## src/cmh_map.svh

```systemverilog
// register offsets, field positions, reset values for the message handler status block
`ifndef CMH_MAP_SVH
`define CMH_MAP_SVH

`define CMH_ADDR_W 12
`define CMH_OBJ_COUNT 32
`define CMH_CTRL_OFS 12'h000
`define CMH_STAT_OFS 12'h004
`define CMH_IRQ_SOURCE_ID_OFS 12'h010
`define CMH_TX_PENDING_LOW_OFS 12'h100
`define CMH_TX_PENDING_HIGH_OFS 12'h104
`define CMH_IRQ_PENDING_OFS 12'h140
`define CMH_RX_IE_OFS 12'h180
`define CMH_TX_IE_OFS 12'h184
`define CMH_RMT_EN_OFS 12'h188
`define CMH_CMD_OFS 12'h190
`define CMH_OBJ_SEL_OFS 12'h194
`define CMH_DATA_LOW_OFS 12'h198
`define CMH_DATA_HIGH_OFS 12'h19C
`define CMH_DLC_OFS 12'h1A0

`define CMH_CTRL_IE_BIT 1
`define CMH_STAT_TXOK_BIT 3
`define CMH_STAT_RXOK_BIT 4
`define CMH_STAT_IRQ_BIT 7
`define CMH_ID_NONE 16'h0000
`define CMH_ID_STATUS 16'h8000
`define CMH_DLC_MAX_BYTES 4'h8
`define CMH_RESET_WORD 32'h00000000

`endif

```

## src/cmh_pkg.sv

```systemverilog
// types shared by the message handler status block
package cmh_pkg;

	// kind of event reported by the protocol core
	typedef enum logic [1:0] {
		CMH_EVT_RX_DATA,
		CMH_EVT_RX_REMOTE,
		CMH_EVT_TX_DONE,
		CMH_EVT_NONE
	} cmh_evt_e;

	// one completed frame from the protocol core, object index 0 is object 1
	typedef struct packed {
		logic valid;
		cmh_evt_e kind;
		logic [4:0] objIndex;
		logic [3:0] dlc;
		logic [7:0][7:0] bytes; // bytes[0] is the first byte shifted in
	} cmh_core_evt_s;

	// software command opcodes written to the command register
	typedef enum logic [2:0] {
		CMH_CMD_NOP,
		CMH_CMD_SET_TXREQ,
		CMH_CMD_CLR_TXREQ,
		CMH_CMD_SET_PEND,
		CMH_CMD_CLR_PEND
	} cmh_cmd_e;

	// one stored object: length code and eight data bytes
	typedef struct packed {
		logic [3:0] dlc;
		logic [7:0][7:0] bytes;
	} cmh_obj_s;

endpackage

```

## src/cmh_status.sv

```systemverilog
// message handler status, interrupt identifier and transmit request logic
//
// Summary of operation
// - receive with rx_irq_enable set marks the object's pending flag; else untouched.
// - transmit done with tx_irq_enable set marks the pending flag; else untouched.
// - a pending object is an interrupt source reported unless outranked.
// - remote frame with remote_answer_enable set raises transmit_request; else untouched.
// - transmit_request 1 means waiting to send, 0 means not waiting.
// - length codes 0..8 mean that many bytes, 9..15 mean eight.
// - a stored data frame overwrites the object's length code.
// - data byte 0 is the first received byte, byte 7 the last.
// - a stored data frame writes all eight bytes of the object.
// - status words, identifier and transmit summaries ignore bus writes.
// - identifier shows the highest priority pending source, not the oldest.
// - a pending source stays until software clears it.
// - irq rises when identifier is nonzero and module_irq_enable is set.
// - irq holds until identifier is zero or module_irq_enable drops.
// - the status interrupt outranks every object interrupt.
// - lower object number wins: object 1 highest, object 32 lowest.
// - clearing an object's pending flag removes it from identifier selection.
// - reading the status register clears the status interrupt.
// - identifier 0 none, 1..32 object number, 0x8000 status interrupt.
// - transmit_request set or cleared by software, remote frames, finished transmissions.
// - two words gather transmit_request: objects 1..16 low, 17..32 high.
// - transmit object answers a matching remote frame only with remote_answer_enable.
`timescale 1ns/1ps
`default_nettype none
`include "cmh_map.svh"

module cmh_status
	import cmh_pkg::*;
(
	input wire logic clk,
	input wire logic reset,
	input wire logic [`CMH_ADDR_W-1:0] avs_address,
	input wire logic avs_read,
	input wire logic avs_write,
	input wire logic [31:0] avs_writedata,
	input wire logic [3:0] avs_byteenable,
	output logic [31:0] avs_readdata,
	output logic avs_waitrequest,
	input wire cmh_core_evt_s coreEvt,
	input wire logic statusEvent,
	output logic [31:0] txRequestOut,
	output logic irq
);

	// -------------------------------------------------
	// state
	// -------------------------------------------------
	// per-object enables written by software
	logic [31:0] rxIrqEnable;
	logic [31:0] txIrqEnable;
	logic [31:0] remoteAnswerEnable;

	// sticky per-object flags
	logic [31:0] irqPending;
	logic [31:0] transmitRequest;

	// module enable, status interrupt and its companions
	logic moduleIrqEnable;
	logic statusIrq;
	logic rxOkSeen;
	logic txOkSeen;
	logic [15:0] irqIdentifier;

	// bus handshake and object readback
	logic [4:0] objSelect;
	logic ackDone;
	logic [31:0] readWord;
	cmh_obj_s readObj;

	// -------------------------------------------------
	// bus handshake
	// -------------------------------------------------
	// every access takes one wait cycle so read data can come from a flop
	wire busReq = avs_read | avs_write;
	wire busAccept = busReq & ackDone;
	wire wrAccept = avs_write & busAccept;
	wire rdAccept = avs_read & busAccept;
	assign avs_waitrequest = busReq & ~ackDone;

	// ackDone marks the answer cycle; a request still held after it gets a fresh wait cycle
	always_ff @(posedge clk) begin
		if (reset) begin
			ackDone <= 1'b0;
		end else begin
			ackDone <= busReq & ~ackDone;
		end
	end

	// -------------------------------------------------
	// address decode
	// -------------------------------------------------
	// one select per mapped word
	// unmapped addresses select nothing and read as zero
	wire selCtrl = avs_address == `CMH_CTRL_OFS;
	wire selStat = avs_address == `CMH_STAT_OFS;
	wire selId = avs_address == `CMH_IRQ_SOURCE_ID_OFS;
	wire selTxLow = avs_address == `CMH_TX_PENDING_LOW_OFS;
	wire selTxHigh = avs_address == `CMH_TX_PENDING_HIGH_OFS;
	wire selPend = avs_address == `CMH_IRQ_PENDING_OFS;
	wire selRxIe = avs_address == `CMH_RX_IE_OFS;
	wire selTxIe = avs_address == `CMH_TX_IE_OFS;
	wire selRmt = avs_address == `CMH_RMT_EN_OFS;
	wire selCmd = avs_address == `CMH_CMD_OFS;
	wire selObj = avs_address == `CMH_OBJ_SEL_OFS;
	wire selDataLow = avs_address == `CMH_DATA_LOW_OFS;
	wire selDataHigh = avs_address == `CMH_DATA_HIGH_OFS;
	wire selDlc = avs_address == `CMH_DLC_OFS;

	// byte-lane mask for writable words
	wire [31:0] laneMask = {{8{avs_byteenable[3]}}, {8{avs_byteenable[2]}},
		{8{avs_byteenable[1]}}, {8{avs_byteenable[0]}}};

	// lanes with their enable low keep the old bits
	function automatic logic [31:0] merge(input logic [31:0] old, input logic [31:0] wd,
		input logic [31:0] m);
		merge = (old & ~m) | (wd & m);
	endfunction

	// -------------------------------------------------
	// core events, decoded per object
	// -------------------------------------------------
	// one-hot of the object named by the core, qualified below by event kind
	wire [31:0] evtOneHot = 32'h00000001 << coreEvt.objIndex;
	wire evtRxData = coreEvt.valid & (coreEvt.kind == CMH_EVT_RX_DATA);
	wire evtRxRemote = coreEvt.valid & (coreEvt.kind == CMH_EVT_RX_REMOTE);
	wire evtTxDone = coreEvt.valid & (coreEvt.kind == CMH_EVT_TX_DONE);

	// hardware sets and clears; one object per event, so they never collide
	wire [31:0] hwPendSetRx = evtRxData ? (evtOneHot & rxIrqEnable) : 32'h00000000;
	wire [31:0] hwPendSetTx = evtTxDone ? (evtOneHot & txIrqEnable) : 32'h00000000;
	wire [31:0] hwTxReqSet = evtRxRemote ? (evtOneHot & remoteAnswerEnable) : 32'h00000000;
	wire [31:0] hwTxReqClr = evtTxDone ? evtOneHot : 32'h00000000;

	// -------------------------------------------------
	// software command decode
	// -------------------------------------------------
	// opcode and object share the low half, so both low lanes must be enabled
	wire cmdWrite = wrAccept & selCmd & avs_byteenable[0] & avs_byteenable[1];
	wire [2:0] cmdCode = avs_writedata[10:8];
	wire [4:0] cmdObj = avs_writedata[4:0];
	wire [31:0] cmdOneHot = 32'h00000001 << cmdObj;
	// each opcode becomes a one-hot mask on the named object
	wire [31:0] swTxReqSet = (cmdWrite && cmdCode == CMH_CMD_SET_TXREQ) ? cmdOneHot : 32'h00000000;
	wire [31:0] swTxReqClr = (cmdWrite && cmdCode == CMH_CMD_CLR_TXREQ) ? cmdOneHot : 32'h00000000;
	wire [31:0] swPendSet = (cmdWrite && cmdCode == CMH_CMD_SET_PEND) ? cmdOneHot : 32'h00000000;
	wire [31:0] swPendClr = (cmdWrite && cmdCode == CMH_CMD_CLR_PEND) ? cmdOneHot : 32'h00000000;

	// hardware sets win over any clear landing in the same cycle
	wire [31:0] next_irqPending = (irqPending & ~swPendClr)
		| swPendSet | hwPendSetRx | hwPendSetTx;
	wire [31:0] next_transmitRequest = (transmitRequest & ~(swTxReqClr | hwTxReqClr))
		| swTxReqSet | hwTxReqSet;

	// -------------------------------------------------
	// per-object flag registers
	// -------------------------------------------------
	// sticky: only a software command or a core event moves a bit
	always_ff @(posedge clk) begin
		if (reset) begin
			irqPending <= `CMH_RESET_WORD;
			transmitRequest <= `CMH_RESET_WORD;
		end else begin
			irqPending <= next_irqPending;
			transmitRequest <= next_transmitRequest;
		end
	end

	// -------------------------------------------------
	// software configuration registers
	// -------------------------------------------------
	// enables honour byte lanes so one group of eight objects can change alone
	always_ff @(posedge clk) begin
		if (reset) begin
			rxIrqEnable <= `CMH_RESET_WORD;
			txIrqEnable <= `CMH_RESET_WORD;
			remoteAnswerEnable <= `CMH_RESET_WORD;
			moduleIrqEnable <= 1'b0;
			objSelect <= 5'h00;
		end else if (wrAccept) begin
			if (selRxIe) begin
				rxIrqEnable <= merge(rxIrqEnable, avs_writedata, laneMask);
			end
			if (selTxIe) begin
				txIrqEnable <= merge(txIrqEnable, avs_writedata, laneMask);
			end
			if (selRmt) begin
				remoteAnswerEnable <= merge(remoteAnswerEnable, avs_writedata, laneMask);
			end
			if (selCtrl && avs_byteenable[0]) begin
				moduleIrqEnable <= avs_writedata[`CMH_CTRL_IE_BIT];
			end
			if (selObj && avs_byteenable[0]) begin
				objSelect <= avs_writedata[4:0];
			end
		end
	end

	// -------------------------------------------------
	// status interrupt and status bits
	// -------------------------------------------------
	// a status event in the same cycle as the clearing read survives it
	wire statusRead = rdAccept & selStat;
	// rx and tx ok bits share the clearing read with the status interrupt
	always_ff @(posedge clk) begin
		if (reset) begin
			statusIrq <= 1'b0;
			rxOkSeen <= 1'b0;
			txOkSeen <= 1'b0;
		end else begin
			statusIrq <= statusEvent | (statusIrq & ~statusRead);
			rxOkSeen <= evtRxData | evtRxRemote | (rxOkSeen & ~statusRead);
			txOkSeen <= evtTxDone | (txOkSeen & ~statusRead);
		end
	end

	// -------------------------------------------------
	// identifier priority encoder
	// -------------------------------------------------
	// scan from object 32 down so the lowest number is the last to win
	function automatic logic [15:0] pickSource(input logic stat, input logic [31:0] pend);
		logic [15:0] id;
		id = `CMH_ID_NONE;
		for (int i = 31; i >= 0; i--) begin
			if (pend[i]) begin
				id = 16'(i + 1);
			end
		end
		if (stat) begin
			id = `CMH_ID_STATUS;
		end
		pickSource = id;
	endfunction

	// identifier follows the present flags only, so arrival order is irrelevant
	// enables only gate the setting: a flag stays a source after its enable drops
	wire [15:0] next_irqIdentifier = pickSource(statusIrq, irqPending);

	// irq comes from the registered identifier: one cycle more lag, but a clean level
	always_ff @(posedge clk) begin
		if (reset) begin
			irqIdentifier <= `CMH_ID_NONE;
			irq <= 1'b0;
		end else begin
			irqIdentifier <= next_irqIdentifier;
			irq <= (irqIdentifier != `CMH_ID_NONE) & moduleIrqEnable;
		end
	end

	// raw flags for the transmit scheduler in the core
	assign txRequestOut = transmitRequest;

	// -------------------------------------------------
	// object data store
	// -------------------------------------------------
	// all eight bytes are written whatever the length code says
	cmh_obj_s storeObj;
	assign storeObj.dlc = coreEvt.dlc;
	assign storeObj.bytes = coreEvt.bytes;

	// written by the core only; software sees it through the select register
	cmh_obj_store i_cmh_obj_store (
		.clk(clk),
		.writeEn(evtRxData),
		.writeIndex(coreEvt.objIndex),
		.writeObj(storeObj),
		.readIndex(objSelect),
		.readObj(readObj)
	);

	// length code to byte count, 9 and above saturate at eight
	function automatic logic [3:0] dlcBytes(input logic [3:0] code);
		dlcBytes = (code > `CMH_DLC_MAX_BYTES) ? `CMH_DLC_MAX_BYTES : code;
	endfunction

	// -------------------------------------------------
	// read mux
	// -------------------------------------------------
	// status words have no write path at all, so bus writes just fall away
	// control and status words built from the mapped bit positions
	logic [31:0] ctrlWord;
	logic [31:0] statWord;
	always_comb begin
		ctrlWord = 32'h00000000;
		ctrlWord[`CMH_CTRL_IE_BIT] = moduleIrqEnable;
		statWord = 32'h00000000;
		statWord[`CMH_STAT_IRQ_BIT] = statusIrq;
		statWord[`CMH_STAT_RXOK_BIT] = rxOkSeen;
		statWord[`CMH_STAT_TXOK_BIT] = txOkSeen;
	end

	wire [31:0] dataLowWord = {readObj.bytes[3], readObj.bytes[2], readObj.bytes[1], readObj.bytes[0]};
	wire [31:0] dataHighWord = {readObj.bytes[7], readObj.bytes[6], readObj.bytes[5], readObj.bytes[4]};
	wire [31:0] dlcWord = {24'h000000, dlcBytes(readObj.dlc), readObj.dlc};

	// one full word on every branch, so nothing is latched
	always_comb begin
		if (selCtrl) begin
			readWord = ctrlWord;
		end else if (selStat) begin
			readWord = statWord;
		end else if (selId) begin
			readWord = {16'h0000, irqIdentifier};
		end else if (selTxLow) begin
			readWord = {16'h0000, transmitRequest[15:0]};
		end else if (selTxHigh) begin
			readWord = {transmitRequest[31:16], 16'h0000};
		end else if (selPend) begin
			readWord = irqPending;
		end else if (selRxIe) begin
			readWord = rxIrqEnable;
		end else if (selTxIe) begin
			readWord = txIrqEnable;
		end else if (selRmt) begin
			readWord = remoteAnswerEnable;
		end else if (selObj) begin
			readWord = {27'h0000000, objSelect};
		end else if (selDataLow) begin
			readWord = dataLowWord;
		end else if (selDataHigh) begin
			readWord = dataHighWord;
		end else if (selDlc) begin
			readWord = dlcWord;
		end else begin
			readWord = 32'h00000000; // unmapped reads as zero
		end
	end

	// read data is captured on the wait cycle and stands at the accepting edge
	always_ff @(posedge clk) begin
		if (reset) begin
			avs_readdata <= 32'h00000000;
		end else if (avs_read & ~ackDone) begin
			avs_readdata <= readWord;
		end
	end

endmodule // cmh_status

`default_nettype wire

```

## src/cmh_obj_store.sv

```systemverilog
// data store of the 32 message objects, registered read port
`timescale 1ns/1ps
`default_nettype none

module cmh_obj_store
	import cmh_pkg::*;
(
	input wire logic clk,
	input wire logic writeEn,
	input wire logic [4:0] writeIndex,
	input wire cmh_obj_s writeObj,
	input wire logic [4:0] readIndex,
	output cmh_obj_s readObj
);

	cmh_obj_s store [0:31];

	// -------------------------------------------------
	// write and registered read
	// -------------------------------------------------
	// no reset on the array: contents are undefined until a frame lands
	always_ff @(posedge clk) begin
		if (writeEn) begin
			store[writeIndex] <= writeObj;
		end
		readObj <= store[readIndex];
	end

endmodule // cmh_obj_store

`default_nettype wire

```

## config.mk

```make
export PLATFORM = sky130hd
export DESIGN_NAME = cmh_status
export DESIGN_NICKNAME = d
export VERILOG_FILES = /design/src/cmh_pkg.sv /design/src/cmh_status.sv /design/src/cmh_obj_store.sv
export VERILOG_INCLUDE_DIRS = /design/src
export SDC_FILE = /design/constraint.sdc
export NUM_CORES = 2
export LEC_CHECK = 0
export ABC_CLOCK_PERIOD_IN_PS = 6100
export BUFFER_PORTS_ARGS = -buffer_cell sky130_fd_sc_hd__buf_4
export CORE_UTILIZATION = 40
export CTS_BUF_LIST = sky130_fd_sc_hd__clkbuf_16
export CTS_CLUSTER_DIAMETER = 120
export DETAILED_ROUTE_END_ITERATION = 16
export GPL_ROUTABILITY_DRIVEN = 1
export GPL_TIMING_DRIVEN = 0
export PLACE_DENSITY = 0.66
export SYNTH_ARGS = -nofsm -noshare
export SYNTH_HDL_FRONTEND = slang
export SYNTH_SLANG_ARGS = --single-unit
```

## constraint.sdc

```tcl
create_clock -name clk -period 6.1 [get_ports clk]
set_clock_uncertainty 0.1 [all_clocks]
set_input_delay 1.525 -clock clk [delete_from_list [all_inputs] [get_ports clk]]
set_output_delay 1.525 -clock clk [all_outputs]
set_load 0.02 [all_outputs]
```

==> impl_metrics.json <==
{
  "synthesis.area_per_instance_um2": 20.2,
  "synth_sequential_area_ratio_pct": 74.3,
  "run_status": "finished, final reports clean",
  "power.density_cell_area_nw_per_um2": 300,
  "die_y_um": 490,
  "required_ns": 6.57,
  "period_needed_ns": 4.35,
  "grt_setup_unrepaired": "false",
  "cts_setup_buffers": 0,
  "clock_tree_from_tritoncts": "yes",
  "finalMaxSlewViolations": 0,
  "mappedNetlistNets": 4860,
  "fillers": 19500,
  "synth_area_um2": 95400,
  "initialDrtViolationCount": 7173,
  "count_of_cells_resized_by_post_cts_repair": 0,
  "cts_max_path_buffers": 3,
  "core_um2": 236000,
  "max_clock_freq_mhz": 230,
  "critical_path.max_fanout": 20,
  "max_cap_violations": 0,
  "root_buffer": "clkbuf_16",
  "globalplace.congestion": 0.961,
  "ys_dominant_reg_cell": "edfxtp_1",
  "synth_area_leader": "edfxtp_1",
  "firstDrtPassIters": 6,
  "grt_start_max_net_pins": 33,
  "path_class": "primary input to register",
  "detailed_place_hpwl_um": 196000,
  "timing.setup.tns_ns": 0,
  "post_synth_num_cell_types": 77,
  "postSynthCellCount": 4731,
  "timing.final.setup_violations": 0,
  "placement.cell_area_um2": 103000,
  "slew_headroom_pct": 2.90,
  "number_of_global_route_vias_before_repair": 51500,
  "postLayoutCellArea_um2": 111000,
  "synth_most_common_cell": "edfxtp_1",
  "ys.warnings.count": 0,
  "totalPowerFinal_uw": 33200,
  "final_cycle_utilization_of_the_critical_path_pct": 71.2,
  "ys_top_cells_by_area": "edfxtp_1 68%, mux4_2 16%, dfxtp_1 5.8%",
  "num_io_pins": 195,
  "ys_seq_elements": 2454,
  "cts_made_buffers": 233,
  "detailroute.via_count": 51300,
  "critical_path_source_type": "primary input",
  "remaining_drcs": 0,
  "port_buffers": 189,
  "num-nets-final": 5389,
  "maximum_vdd_drop_mv": 0.238,
  "postRouteAntennaNets": 0,
  "hold_viol_final": 0,
  "total_leakage_power_uw": 0.0338,
  "die_w_um": 490,
  "grt_overflow": 0,
  "reg2reg_setup_slack_ns": 2.10,
  "critPathArrivalTime_ns": 4.81,
  "dpl.cell_count": 8175,
  "floorplan.rows": 178,
  "grt_util_all_layers_pct": 23.5,
  "layoutNonFillerInstCount": 8620,
  "start_util_pct": 40.4,
  "avgViaCountPerCell": 5.95,
  "routed_wire_length_per_instance_um": 32.9,
  "worst_min_path_class": "register to register",
  "grt_first_pass_wirelength_um": 396000,
  "timing_worst_slew_pin_value_ns": 1.46,
  "htreeDepth": 4,
  "synth_top_cell_area_share_pct": 68.5,
  "synth-edff-count": 2176,
  "synth.cells.most_frequent": "2176 x edfxtp_1, 680 x mux4_2, 278 x dfxtp_1",
  "clk_pin_slew_ns": 0.06,
  "postLayoutCoreUtil_pct": 46.9,
  "number_of_sinks_driven_by_the_clock_tree": 2454,
  "flow.area_growth_from_synthesis_pct": 16.1,
  "die_area_um2": 241000,
  "cts_hold_buf": 0,
  "wl_um": 283000,
  "worst_setup_path_end_kind": "register",
  "post_route_cells_drive_above_1_share_pct": 28.0,
  "insertion_delay_ns": 0.91,
  "async_flop_share_pct": 0,
  "number_of_antenna_violations_at_the_first_check_in_global_routing": 24
}
final timing paths:
kind,startpoint,endpoint,depth (start not counted)
worst max-delay path,coreEvt[74],i_cmh_obj_store.store[24][1],9
worst min register to register,register,register,2
worst max register to register,objSelect[1],i_cmh_obj_store.readObj[20],6
worst min-delay path,register,register,2
critical path, stage by stage:
cell and delay (ns):
buf_4 0.11, nand2b_1 0.27, or2_2 0.33, clkbuf_1 0.28, clkbuf_1 0.63, nor2_4 0.79
buf_12 0.29, buf_12 0.23, buf_12 0.24
sequential cells by signal, summed over array words and instances (netlist names), 5 cells and up, named ones only:
register and flops:
irqPending 32, objSelect 5, irqIdentifier 7, avs_readdata 32
txRequestOut 32, i_cmh_obj_store.readObj 68, i_cmh_obj_store.store 2176
per-layer routing:
metal	global-route usage (%)	up-vias	wire [µm]	part of all wire [%]
li1	-	20900	-	-
met5	0	-	86	0.030
met1	32.4	27200	114000	40
met4	8.94	14	11600	4.1
met2	36.6	2756	131000	46
met3	4.88	441	27100	9.5
layout make-up:
| type | instances | area (µm²) | share of cell area (%) |
|---|---|---|---|
| Sequential cell | 2454 | 70900 | 64.0 |
| Multi-Input combinational cell | 1956 | 23400 | 21.1 |
| Clock buffer | 238 | 5960 | 5.38 |
| Tap cell | 3150 | 3940 | 3.56 |
| Timing Repair Buffer | 294 | 3620 | 3.27 |
| Clock inverter | 198 | 1540 | 1.39 |
| Buffer | 305 | 1330 | 1.20 |
| Inverter | 16 | 60.1 | 0.0542 |
| Antenna cell | 9 | 22.5 | 0.0203 |
kinds of logic (layout without fill, tap and decap cells):
kind of cell / after synthesis / after routing / share of synthesized area, %
mux: 779 / 779 / 17.2
flops: 2454 / 2454 / 74.3
simple gates: 631 / 631 / 3.25
buf+inv: 321 / 1051 / 1.44
other cells: 0 / 9 / 0
compound gates: 546 / 546 / 3.82
cell usage in the layout (no fill, tap or decap), drive strengths merged, types with 18 or more instances in the layout:
master  count
a31oi      37
o211ai     32
clkinv     96
o211a      24
nand3     113
mux4      680
inv        85
a211oi     18
nand2     226
buf       407
nor2b      18
bufinv     21
dfxtp     278
clkbuf    430
edfxtp   2176
nand4      39
mux2       68
mux2i      31
a22oi      62
o21ai      94
a21oi     157
a221oi     35
nor2      139
power by group:
| part | total, µW | internal (µW) | leakage [µW] | switching [µW] |
|---|---|---|---|---|
| clock network | 14200 | 7940 | 0.00386 | 6290 |
| registers | 18300 | 18300 | 0.0218 | 18.3 |
| logic | 607 | 133 | 0.00812 | 474 |
| total | 33200 | 26400 | 0.0338 | 6790 |
metrics by stage:
| stage | setup slack (ns) | hold slack (ns) |
|---|---|---|
| 5_1_grt | 1.83 | 0.400 |
| 4_1_cts | 1.90 | 0.377 |
| 3_3_place_gp | -5.15 | 0.362 |
| 3_5_place_dp | 0.952 | 0.369 |
| 6_report | 1.75 | 0.381 |
| 2_1_floorplan | 0.149 | 0.337 |
No activity file was read; power rests on OpenSTA's default activity.
